**config.mk**
```make
export PLATFORM = sky130hd
export DESIGN_NAME = devcap_regs
export DESIGN_NICKNAME = d
export VERILOG_FILES = /design/src/verilog/devcap_pkg.sv /design/src/verilog/devcap_regs.sv /design/src/verilog/latency_clamp.sv
export SDC_FILE = /design/constraint.sdc
export NUM_CORES = 1
export LEC_CHECK = 0
export ABC_AREA = 1
export BUFFER_PORTS_ARGS = -buffer_cell sky130_fd_sc_hd__buf_4
export CAP_MARGIN = 25
export CORE_AREA = 2 2 140 142
export DETAILED_ROUTE_END_ITERATION = 8
export DIE_AREA = 0 0 142 144
export GPL_TIMING_DRIVEN = 0
export PLACE_DENSITY = 0.55
export SYNTH_ARGS = -nofsm -noshare
export SYNTH_HDL_FRONTEND = slang
export SYNTH_SLANG_ARGS = --single-unit
```
**constraint.sdc**
```tcl
create_clock -name core_clk -period 10.4 [get_ports core_clk]
set_input_delay 0.52 -clock core_clk [delete_from_list [all_inputs] [get_ports core_clk]]
set_output_delay 0.52 -clock core_clk [all_outputs]
set_load 0.005 [all_outputs]
```
**src/verilog/devcap_pkg.sv**
```systemverilog
// Constants for the device capability and device control configuration words.
// Assumes byte addressing of configuration space and 32-bit aligned dwords.
package devcap_pkg;
    // Configuration byte offsets of the two words.
    localparam logic [11:0] CAP_OFFSET = 12'h074;
    localparam logic [11:0] CTRL_OFFSET = 12'h078;
    // Reset images of both words.
    localparam logic [31:0] CAP_RESET = 32'h00008FC3;
    localparam logic [15:0] CTRL_RESET = 16'h2810;
    // Control bits that software may store; bit 15 and bit 9 always read zero.
    localparam logic [15:0] CTRL_WMASK = 16'h7DFF;
    // Field positions inside the capability word.
    localparam int FUNC_RESET_BIT = 28;
    localparam int SCALE_LSB = 26;
    localparam int VALUE_LSB = 18;
    localparam int ROLE_BIT = 15;
    localparam int L1_LSB = 9;
    localparam int L0S_LSB = 6;
    localparam int WIDE_TAG_BIT = 5;
    localparam int TAG_EXT_LSB = 3;
    localparam int PAYLOAD_LSB = 0;
    // Fixed capability field values.
    localparam logic FUNC_RESET_VAL = 1'b0;
    localparam logic ROLE_VAL = 1'b1;
    localparam logic WIDE_TAG_VAL = 1'b0;
    localparam logic [1:0] TAG_EXT_VAL = 2'h0;
    localparam logic [2:0] PAYLOAD_VAL = 3'h3;
    // Reserved-bit mask of the capability word (31:29, 17:16, 14:12).
    localparam logic [31:0] CAP_RSVD_MASK = 32'hE0037000;
    // Payload positions inside the slot power message.
    localparam int MSG_SCALE_LSB = 8;
    localparam int MSG_VALUE_LSB = 0;
    // Reset value of both acceptable latency fields.
    localparam logic [2:0] L1_RESET = 3'h7;
    localparam logic [2:0] L0S_RESET = 3'h7;
    // Milliwatts per watt, used to express the power limit without fractions.
    localparam logic [17:0] MW_PER_WATT = 18'h003E8;
endpackage

```
**src/verilog/devcap_regs.sv**
```systemverilog
// Device capability word and device control word of an endpoint.
// Assumes a configuration access port with byte addresses, single-cycle
// requests and a slot power message strobe, all on core_clk.
`timescale 1ns/10ps

module devcap_regs
    import devcap_pkg::*;
(
    input wire logic core_clk,
    input wire logic rst_n,
    // Configuration access port.
    input wire logic cfg_req,
    input wire logic cfg_wr,
    input wire logic [11:0] cfg_addr,
    input wire logic [3:0] cfg_be,
    input wire logic [31:0] cfg_wdata,
    output logic cfg_ack,
    output logic [31:0] cfg_rdata,
    // Slot power message strobe and its payload.
    input wire logic msg_valid,
    input wire logic [9:0] msg_payload,
    // Internal latency settings and PHY exit latencies.
    input wire logic setting_a_wr,
    input wire logic [2:0] setting_a,
    input wire logic setting_b_wr,
    input wire logic [2:0] setting_b,
    input wire logic [2:0] phy_l1_exit_lat,
    input wire logic [2:0] phy_l0s_exit_lat,
    // Views for the rest of the function.
    output logic [15:0] dev_ctrl,
    output logic [1:0] captured_power_scale,
    output logic [7:0] captured_power_value,
    output logic [17:0] slot_power_mw
);
    // True when a byte address falls in the dword of a given offset.
    function automatic logic hits(input logic [11:0] addr, input logic [11:0] off);
        hits = (addr[11:2] == off[11:2]);
    endfunction

    // Power limit in milliwatts from value and scale code.
    function automatic logic [17:0] power_mw(input logic [1:0] sc, input logic [7:0] v);
        logic [17:0] mult;
        mult = MW_PER_WATT;
        unique case (sc)
            2'h0: mult = MW_PER_WATT;
            2'h1: mult = 18'h00064;
            2'h2: mult = 18'h0000A;
            2'h3: mult = 18'h00001;
        endcase
        power_mw = 18'({10'h000, v} * mult);
    endfunction

    // Captured slot power fields.
    logic [1:0] scale_ff;
    logic [7:0] value_ff;
    logic [1:0] nxt_scale;
    logic [7:0] nxt_value;
    // Registered power limit.
    logic [17:0] power_ff;
    logic [17:0] nxt_power;
    // Device control storage.
    logic [15:0] ctrl_ff;
    logic [15:0] nxt_ctrl;
    // Read answer registers.
    logic ack_ff;
    logic nxt_ack;
    logic [31:0] rdata_ff;
    logic [31:0] nxt_rdata;
    // Clamped latency fields, index 0 is L1, index 1 is L0s.
    logic [2:0] lat_q [2];
    logic [2:0] set_val [2];
    logic [2:0] phy_lat [2];
    logic [1:0] set_wr;
    // Assembled capability word.
    logic [31:0] cap_word;

    assign set_wr = {setting_b_wr, setting_a_wr};
    assign set_val[0] = setting_a;
    assign set_val[1] = setting_b;
    assign phy_lat[0] = phy_l1_exit_lat;
    assign phy_lat[1] = phy_l0s_exit_lat;

    // Both latency fields share one clamped-setting structure.
    genvar gi;
    generate
        for (gi = 0; gi < 2; gi++) begin : g_lat
            latency_clamp #(
                .RESET_VAL(gi == 0 ? L1_RESET : L0S_RESET)
            ) u_lat (
                .core_clk(core_clk),
                .rst_n(rst_n),
                .set_wr(set_wr[gi]),
                .set_val(set_val[gi]),
                .phy_lat(phy_lat[gi]),
                .lat_q(lat_q[gi])
            );
        end
    endgenerate

    // Capability word; reserved ranges are left at zero by construction.
    always_comb begin
        cap_word = '0;
        cap_word[FUNC_RESET_BIT] = FUNC_RESET_VAL;
        cap_word[SCALE_LSB +: 2] = scale_ff;
        cap_word[VALUE_LSB +: 8] = value_ff;
        cap_word[ROLE_BIT] = ROLE_VAL;
        cap_word[L1_LSB +: 3] = lat_q[0];
        cap_word[L0S_LSB +: 3] = lat_q[1];
        cap_word[WIDE_TAG_BIT] = WIDE_TAG_VAL;
        cap_word[TAG_EXT_LSB +: 2] = TAG_EXT_VAL;
        cap_word[PAYLOAD_LSB +: 3] = PAYLOAD_VAL;
    end

    // Slot power capture; the message is the only thing that moves these.
    always_comb begin
        nxt_scale = scale_ff;
        nxt_value = value_ff;
        if (msg_valid) begin
            nxt_scale = msg_payload[MSG_SCALE_LSB +: 2];
            nxt_value = msg_payload[MSG_VALUE_LSB +: 8];
        end
        nxt_power = power_mw(scale_ff, value_ff);
    end

    always_ff @(posedge core_clk or negedge rst_n) begin
        if (!rst_n) begin
            scale_ff <= CAP_RESET[SCALE_LSB +: 2];
            value_ff <= CAP_RESET[VALUE_LSB +: 8];
            power_ff <= '0;
        end else begin
            scale_ff <= nxt_scale;
            value_ff <= nxt_value;
            power_ff <= nxt_power;
        end
    end

    // Control word writes honour byte enables; fixed-zero bits never store,
    // so a write of one to the reset-initiate bit is simply dropped.
    always_comb begin
        nxt_ctrl = ctrl_ff;
        if (cfg_req && cfg_wr && hits(cfg_addr, CTRL_OFFSET)) begin
            if (cfg_be[0]) begin
                nxt_ctrl[7:0] = cfg_wdata[7:0] & CTRL_WMASK[7:0];
            end
            if (cfg_be[1]) begin
                nxt_ctrl[15:8] = cfg_wdata[15:8] & CTRL_WMASK[15:8];
            end
        end
    end

    always_ff @(posedge core_clk or negedge rst_n) begin
        if (!rst_n) begin
            ctrl_ff <= CTRL_RESET;
        end else begin
            ctrl_ff <= nxt_ctrl;
        end
    end

    // Every request is answered one edge later. Writes to the capability word
    // have no path into any register, which keeps it read-only.
    always_comb begin
        nxt_ack = cfg_req;
        nxt_rdata = '0;
        if (cfg_req && !cfg_wr) begin
            if (hits(cfg_addr, CAP_OFFSET)) begin
                nxt_rdata = cap_word;
            end else if (hits(cfg_addr, CTRL_OFFSET)) begin
                nxt_rdata = {16'h0000, ctrl_ff};
            end
        end
    end

    always_ff @(posedge core_clk or negedge rst_n) begin
        if (!rst_n) begin
            ack_ff <= 1'b0;
            rdata_ff <= '0;
        end else begin
            ack_ff <= nxt_ack;
            rdata_ff <= nxt_rdata;
        end
    end

    assign cfg_ack = ack_ff;
    assign cfg_rdata = rdata_ff;
    assign dev_ctrl = ctrl_ff;
    assign captured_power_scale = scale_ff;
    assign captured_power_value = value_ff;
    assign slot_power_mw = power_ff;

    // Capability reads carry no reserved bits.
    property p_rsvd_zero;
        @(posedge core_clk) disable iff (!rst_n)
        (cfg_req && !cfg_wr && hits(cfg_addr, CAP_OFFSET))
            |=> cfg_ack && (cfg_rdata & CAP_RSVD_MASK) == 32'h00000000;
    endproperty
    a_rsvd_zero: assert property (p_rsvd_zero) else $error("reserved bits set");

    // Fixed capability fields.
    property p_fixed_fields;
        @(posedge core_clk) disable iff (!rst_n)
        (cfg_req && !cfg_wr && hits(cfg_addr, CAP_OFFSET))
            |=> !cfg_rdata[28] && cfg_rdata[15] && cfg_rdata[5:0] == 6'h03;
    endproperty
    a_fixed_fields: assert property (p_fixed_fields) else $error("fixed field wrong");

    // Message capture lands one edge after the strobe.
    property p_msg_capture;
        @(posedge core_clk) disable iff (!rst_n)
        msg_valid |=> captured_power_scale == $past(msg_payload[9:8])
            && captured_power_value == $past(msg_payload[7:0]);
    endproperty
    a_msg_capture: assert property (p_msg_capture) else $error("power capture wrong");

    // Power limit follows captured fields one edge later.
    property p_power;
        @(posedge core_clk) disable iff (!rst_n)
        $past(rst_n) |-> slot_power_mw == power_mw($past(scale_ff), $past(value_ff));
    endproperty
    a_power: assert property (p_power) else $error("power limit wrong");

    // Latency fields read back as the clamped settings.
    property p_lat_read;
        @(posedge core_clk) disable iff (!rst_n)
        (cfg_req && !cfg_wr && hits(cfg_addr, CAP_OFFSET))
            |=> cfg_rdata[11:9] == $past(lat_q[0]) && cfg_rdata[8:6] == $past(lat_q[1]);
    endproperty
    a_lat_read: assert property (p_lat_read) else $error("latency read wrong");

    // Capability writes leave the word untouched when no other update occurs.
    property p_cap_ignore;
        @(posedge core_clk) disable iff (!rst_n)
        (cfg_req && cfg_wr && hits(cfg_addr, CAP_OFFSET) && !msg_valid && set_wr == 2'b00
            && lat_q[0] >= phy_l1_exit_lat && lat_q[1] >= phy_l0s_exit_lat)
            |=> $stable(cap_word);
    endproperty
    a_cap_ignore: assert property (p_cap_ignore) else $error("capability changed by write");

    // Low-byte control write stores masked data.
    property p_ctrl_write;
        @(posedge core_clk) disable iff (!rst_n)
        (cfg_req && cfg_wr && hits(cfg_addr, CTRL_OFFSET) && cfg_be[0])
            |=> dev_ctrl[7:0] == $past(cfg_wdata[7:0]);
    endproperty
    a_ctrl_write: assert property (p_ctrl_write) else $error("control write lost");

    // Control word never shows its fixed-zero bits.
    property p_ctrl_zero;
        @(posedge core_clk) disable iff (!rst_n)
        !dev_ctrl[15] && !dev_ctrl[9];
    endproperty
    a_ctrl_zero: assert property (p_ctrl_zero) else $error("control fixed bit set");

    c_msg: cover property (@(posedge core_clk) disable iff (!rst_n) msg_valid ##[1:4] cfg_req);
    c_ctrl: cover property (@(posedge core_clk) disable iff (!rst_n)
        cfg_req && cfg_wr && hits(cfg_addr, CTRL_OFFSET));
    c_clamp: cover property (@(posedge core_clk) disable iff (!rst_n)
        setting_a_wr && setting_a < phy_l1_exit_lat);
endmodule

```
**src/verilog/latency_clamp.sv**
```systemverilog
// One acceptable-latency field that never falls below the PHY exit latency.
// Assumes the setting strobe and the PHY latency are synchronous to core_clk.
`timescale 1ns/10ps
module latency_clamp
    import devcap_pkg::*;
#(
    parameter logic [2:0] RESET_VAL = 3'h7
) (
    input wire logic core_clk,
    input wire logic rst_n,
    input wire logic set_wr,
    input wire logic [2:0] set_val,
    input wire logic [2:0] phy_lat,
    output logic [2:0] lat_q
);
    // Stored field value.
    logic [2:0] lat_ff;
    // Value for the next edge.
    logic [2:0] nxt_lat;

    // A new setting replaces the field, but both the write and any later rise
    // of the PHY latency are clamped, so the field can never under-promise.
    always_comb begin
        nxt_lat = set_wr ? set_val : lat_ff;
        if (nxt_lat < phy_lat) begin
            nxt_lat = phy_lat;
        end
    end

    // Register the field.
    always_ff @(posedge core_clk or negedge rst_n) begin
        if (!rst_n) begin
            lat_ff <= RESET_VAL;
        end else begin
            lat_ff <= nxt_lat;
        end
    end

    assign lat_q = lat_ff;

    // The field is never below the PHY latency seen on the previous edge.
    property p_lat_floor;
        @(posedge core_clk) disable iff (!rst_n)
        $past(rst_n) |-> lat_ff >= $past(phy_lat);
    endproperty
    a_lat_floor: assert property (p_lat_floor) else $error("latency below PHY floor");

    // A write at or above the floor is taken exactly.
    property p_lat_write;
        @(posedge core_clk) disable iff (!rst_n)
        (set_wr && set_val >= phy_lat) |=> lat_ff == $past(set_val);
    endproperty
    a_lat_write: assert property (p_lat_write) else $error("latency setting lost");
endmodule
```
==> results.ini <==
[sta]
rsz0062_at_grt = false
setup_viol = 0
tns_ns = 0
max_clock_freq_mhz = 219.1
maxSlewViolCount = 0
worst_slack_ns = 5.835
fin_worst_skew_ns = 0.008023
hold_viol_final = 0
whs_ns = 0.3373
timing.final.crit_share_pct = 43.89
finalCriticalPeriod_ns = 4.565

[placed_design]
place_ws_ns = 5.774
finalWeightedCongestion = 0.7575
portBuffers = 121
hpwl_mm = 10.36

[critical_path]
path_class = reg -> reg
cp_slowest_stage_delay_ns = 0.54
cpMaxStageDelayCell = fa_1
start_kind = register
critPathMaxFanout = 10
required_ns = 10.62
cp.arrival_ns = 4.79
endpoint_kind = register
worstPathCellList = buf_2 > nor2_1 > inv_1 > nor2_1 > inv_1 > fa_1 > inv_1 > fa_1 > inv_1 > fa_1 > fa_1 > inv_1 > ha_1 > nand2_1 > inv_1 > nand2_1 > nand2_1 > a21oi_1 > nand2_1 > nand2_1 > nand2_1

[run_status]
outcome = finished clean

[die]
die_h_um = 144
ioPinCount = 154
die_area_mm2 = 0.02045
rows = 51
start_util_pct = 29.31
fp.dieW_um = 142
core_area_mm2 = 0.01908

[clock_tree]
clockBufferDepth = 2
cts_buffers = 9
cts_root_buffer = clkbuf_16
clk_pin_slew_ns = 0.06
cts_max_level = 3
cts.sinks = 75
cts_tree = built
cts_resized = 0
clock_latency_ns = 0.33

[global_routing]
grtUsageMet3_pct = 2.914
met1_usage_pct = 16.30
grt_max_degree = 76
grt-busiest-layer = met2
grt_antenna_before_repair = 0
grt_pass1_wl_mm = 20.65
track_usage_pct = 12.99
overflow = 0
grt_use_met2_pct = 22.30
grt_pass1_vias = 4233

[drt]
drtIter0Drc = 169
drt_pre_antenna_iters = 4
wire_per_inst_um = 12.25
num_vias = 4418
post-route-drc-count = 0
via_per_inst = 4.220
drtAntennaViolNets = 0
routed_wl_mm = 12.83

[pwr]
peakVddDrop_mv = 0.07282
p_leak_nw = 4.005
power.density_mw_per_mm2 = 162.4

[finish]
diodes = 0
syn2layout_area_growth_pct = 27.93
final_cell_mix = nand2_1 (149), inv_1 (143), buf_4 (140), nor2_1 (68), dfrtp_1 (66)
drive_gt1_share_pct = 24.60
final_common_cell = nand2_1
fin_nets = 973

[synth]
synth-seq-cells = 75
synth_cell_type_count = 31
synth.avg_cell_area_um2 = 8.434
seq_area_frac_synth_pct = 33.77
synth_area_mm2 = 0.005592
syn_inst = 663
ys_warn_count = 0

[hold_path]
hold_class = in -> reg

[run]
maxCapViolations = 0

==> where the power goes <==
group / internal [mW] / switching (mW)
registers: 0.334 / 0.0130
logic: 0.213 / 0.301
clock network: 0.182 / 0.119
==> critical path: cells and delay by family, from the launching register on <==
family	cells	cell delay [ns]
buf+inv	7	0.67
flops	1	0.39
compound gates	1	0.16
simple gates	8	0.83
fa+ha+maj	5	2.42
==> final cells by class <==
cell class | instances | area (µm²)
buffer | 25 | 175.2
timing repair buffer | 123 | 945.9
clock buffer | 13 | 270.3
tap | 238 | 297.8
fill | 1973 | 11930
sequential | 75 | 1888
clock inverter | 3 | 21.27
multi-input combinational | 423 | 3003
inverter | 147 | 551.8
==> state kept, by name (all words and copies together), names as in the netlist <==
register	flops
cfg_ack	1
cfg_rdata	26
dev_ctrl	14
g_lat.u_lat.lat_q	6
captured_power_scale	2
captured_power_value	8
slot_power_mw	18
==> timing repair <==
item	in CTS	in global routing
hold buffers	0	1
hold endpoints to repair	0	5
buffers inserted	0	0
==> final timing paths <==
kind                                         start                 endpoint  slack [ns]  depth (start not counted)
max                        captured_power_scale[0]        slot_power_mw[16]        5.84                         21
min                                        cfg_req                  cfg_ack        0.34                          1
max reg2reg                captured_power_scale[0]        slot_power_mw[16]        5.84                         21
min reg2reg                            dev_ctrl[4]              dev_ctrl[4]        0.48                          2
max in group asynchronous                    rst_n  g_lat[0].u_lat.lat_q[0]        9.26                          3
min in group asynchronous                    rst_n             cfg_rdata[2]        0.54                          2
==> cell families (layout without fill, tap and decap cells) <==
family	count (synthesis)	after routing	synth area share (%)
and+or+nand+nor	275	275	21.88
other	1	8	0.06706
AOI/OAI and AO/OA	36	36	3.267
xor gates and xnor gates	8	8	1.253
adders and majority gates	92	92	25.96
DFF	75	75	33.77
muxes	4	4	0.8055
buffers and inverters	172	311	13.00
==> synthesized netlist by cell type, drive strengths merged <==
master  instances  area [µm²]
xnor2           4       35.03
o21bai          1       7.510
o21ai          25       125.1
conb            1       3.750
a21oi          10       50.05
nand4           3       18.77
nand2         152       583.1
ha             52       650.6
or2             1       6.260
inv           147       551.8
nor2           83       414.1
fa             40       800.8
nand3          32       175.2
dfstp           9       236.5
clkbuf          3       11.26
dfrtp          66        1652
nor3            3       20.02
xor2            4       35.03
buf            22       163.9
mux2            4       45.04
and2            1       6.260
==> per-layer routing <==
layer	wire, µm	vias to the layer above
li1	-	2237
met1	5743	2058
met2	6267	119
met3	777	4
met4	37	0
met5	0	-
==> stage by stage <==
| stage | cell area [µm²] | util (%) | power [mW] | instances |
|---|---|---|---|---|
| 3_3_place_gp | 6824 | 35.77 | 0.8763 | 1029 |
| 3_5_place_dp | 6824 | 35.77 | 0.8787 | 1029 |
| 2_1_floorplan | 5618 | - | 0.7090 | 670 |
| 5_1_grt | 7153 | 37.49 | 1.277 | 1047 |
| 4_1_cts | 7116 | 37.29 | 1.191 | 1045 |
| 6_report | 7153 | 37.49 | 1.161 | 1047 |
(Power assumes the default switching activity.)
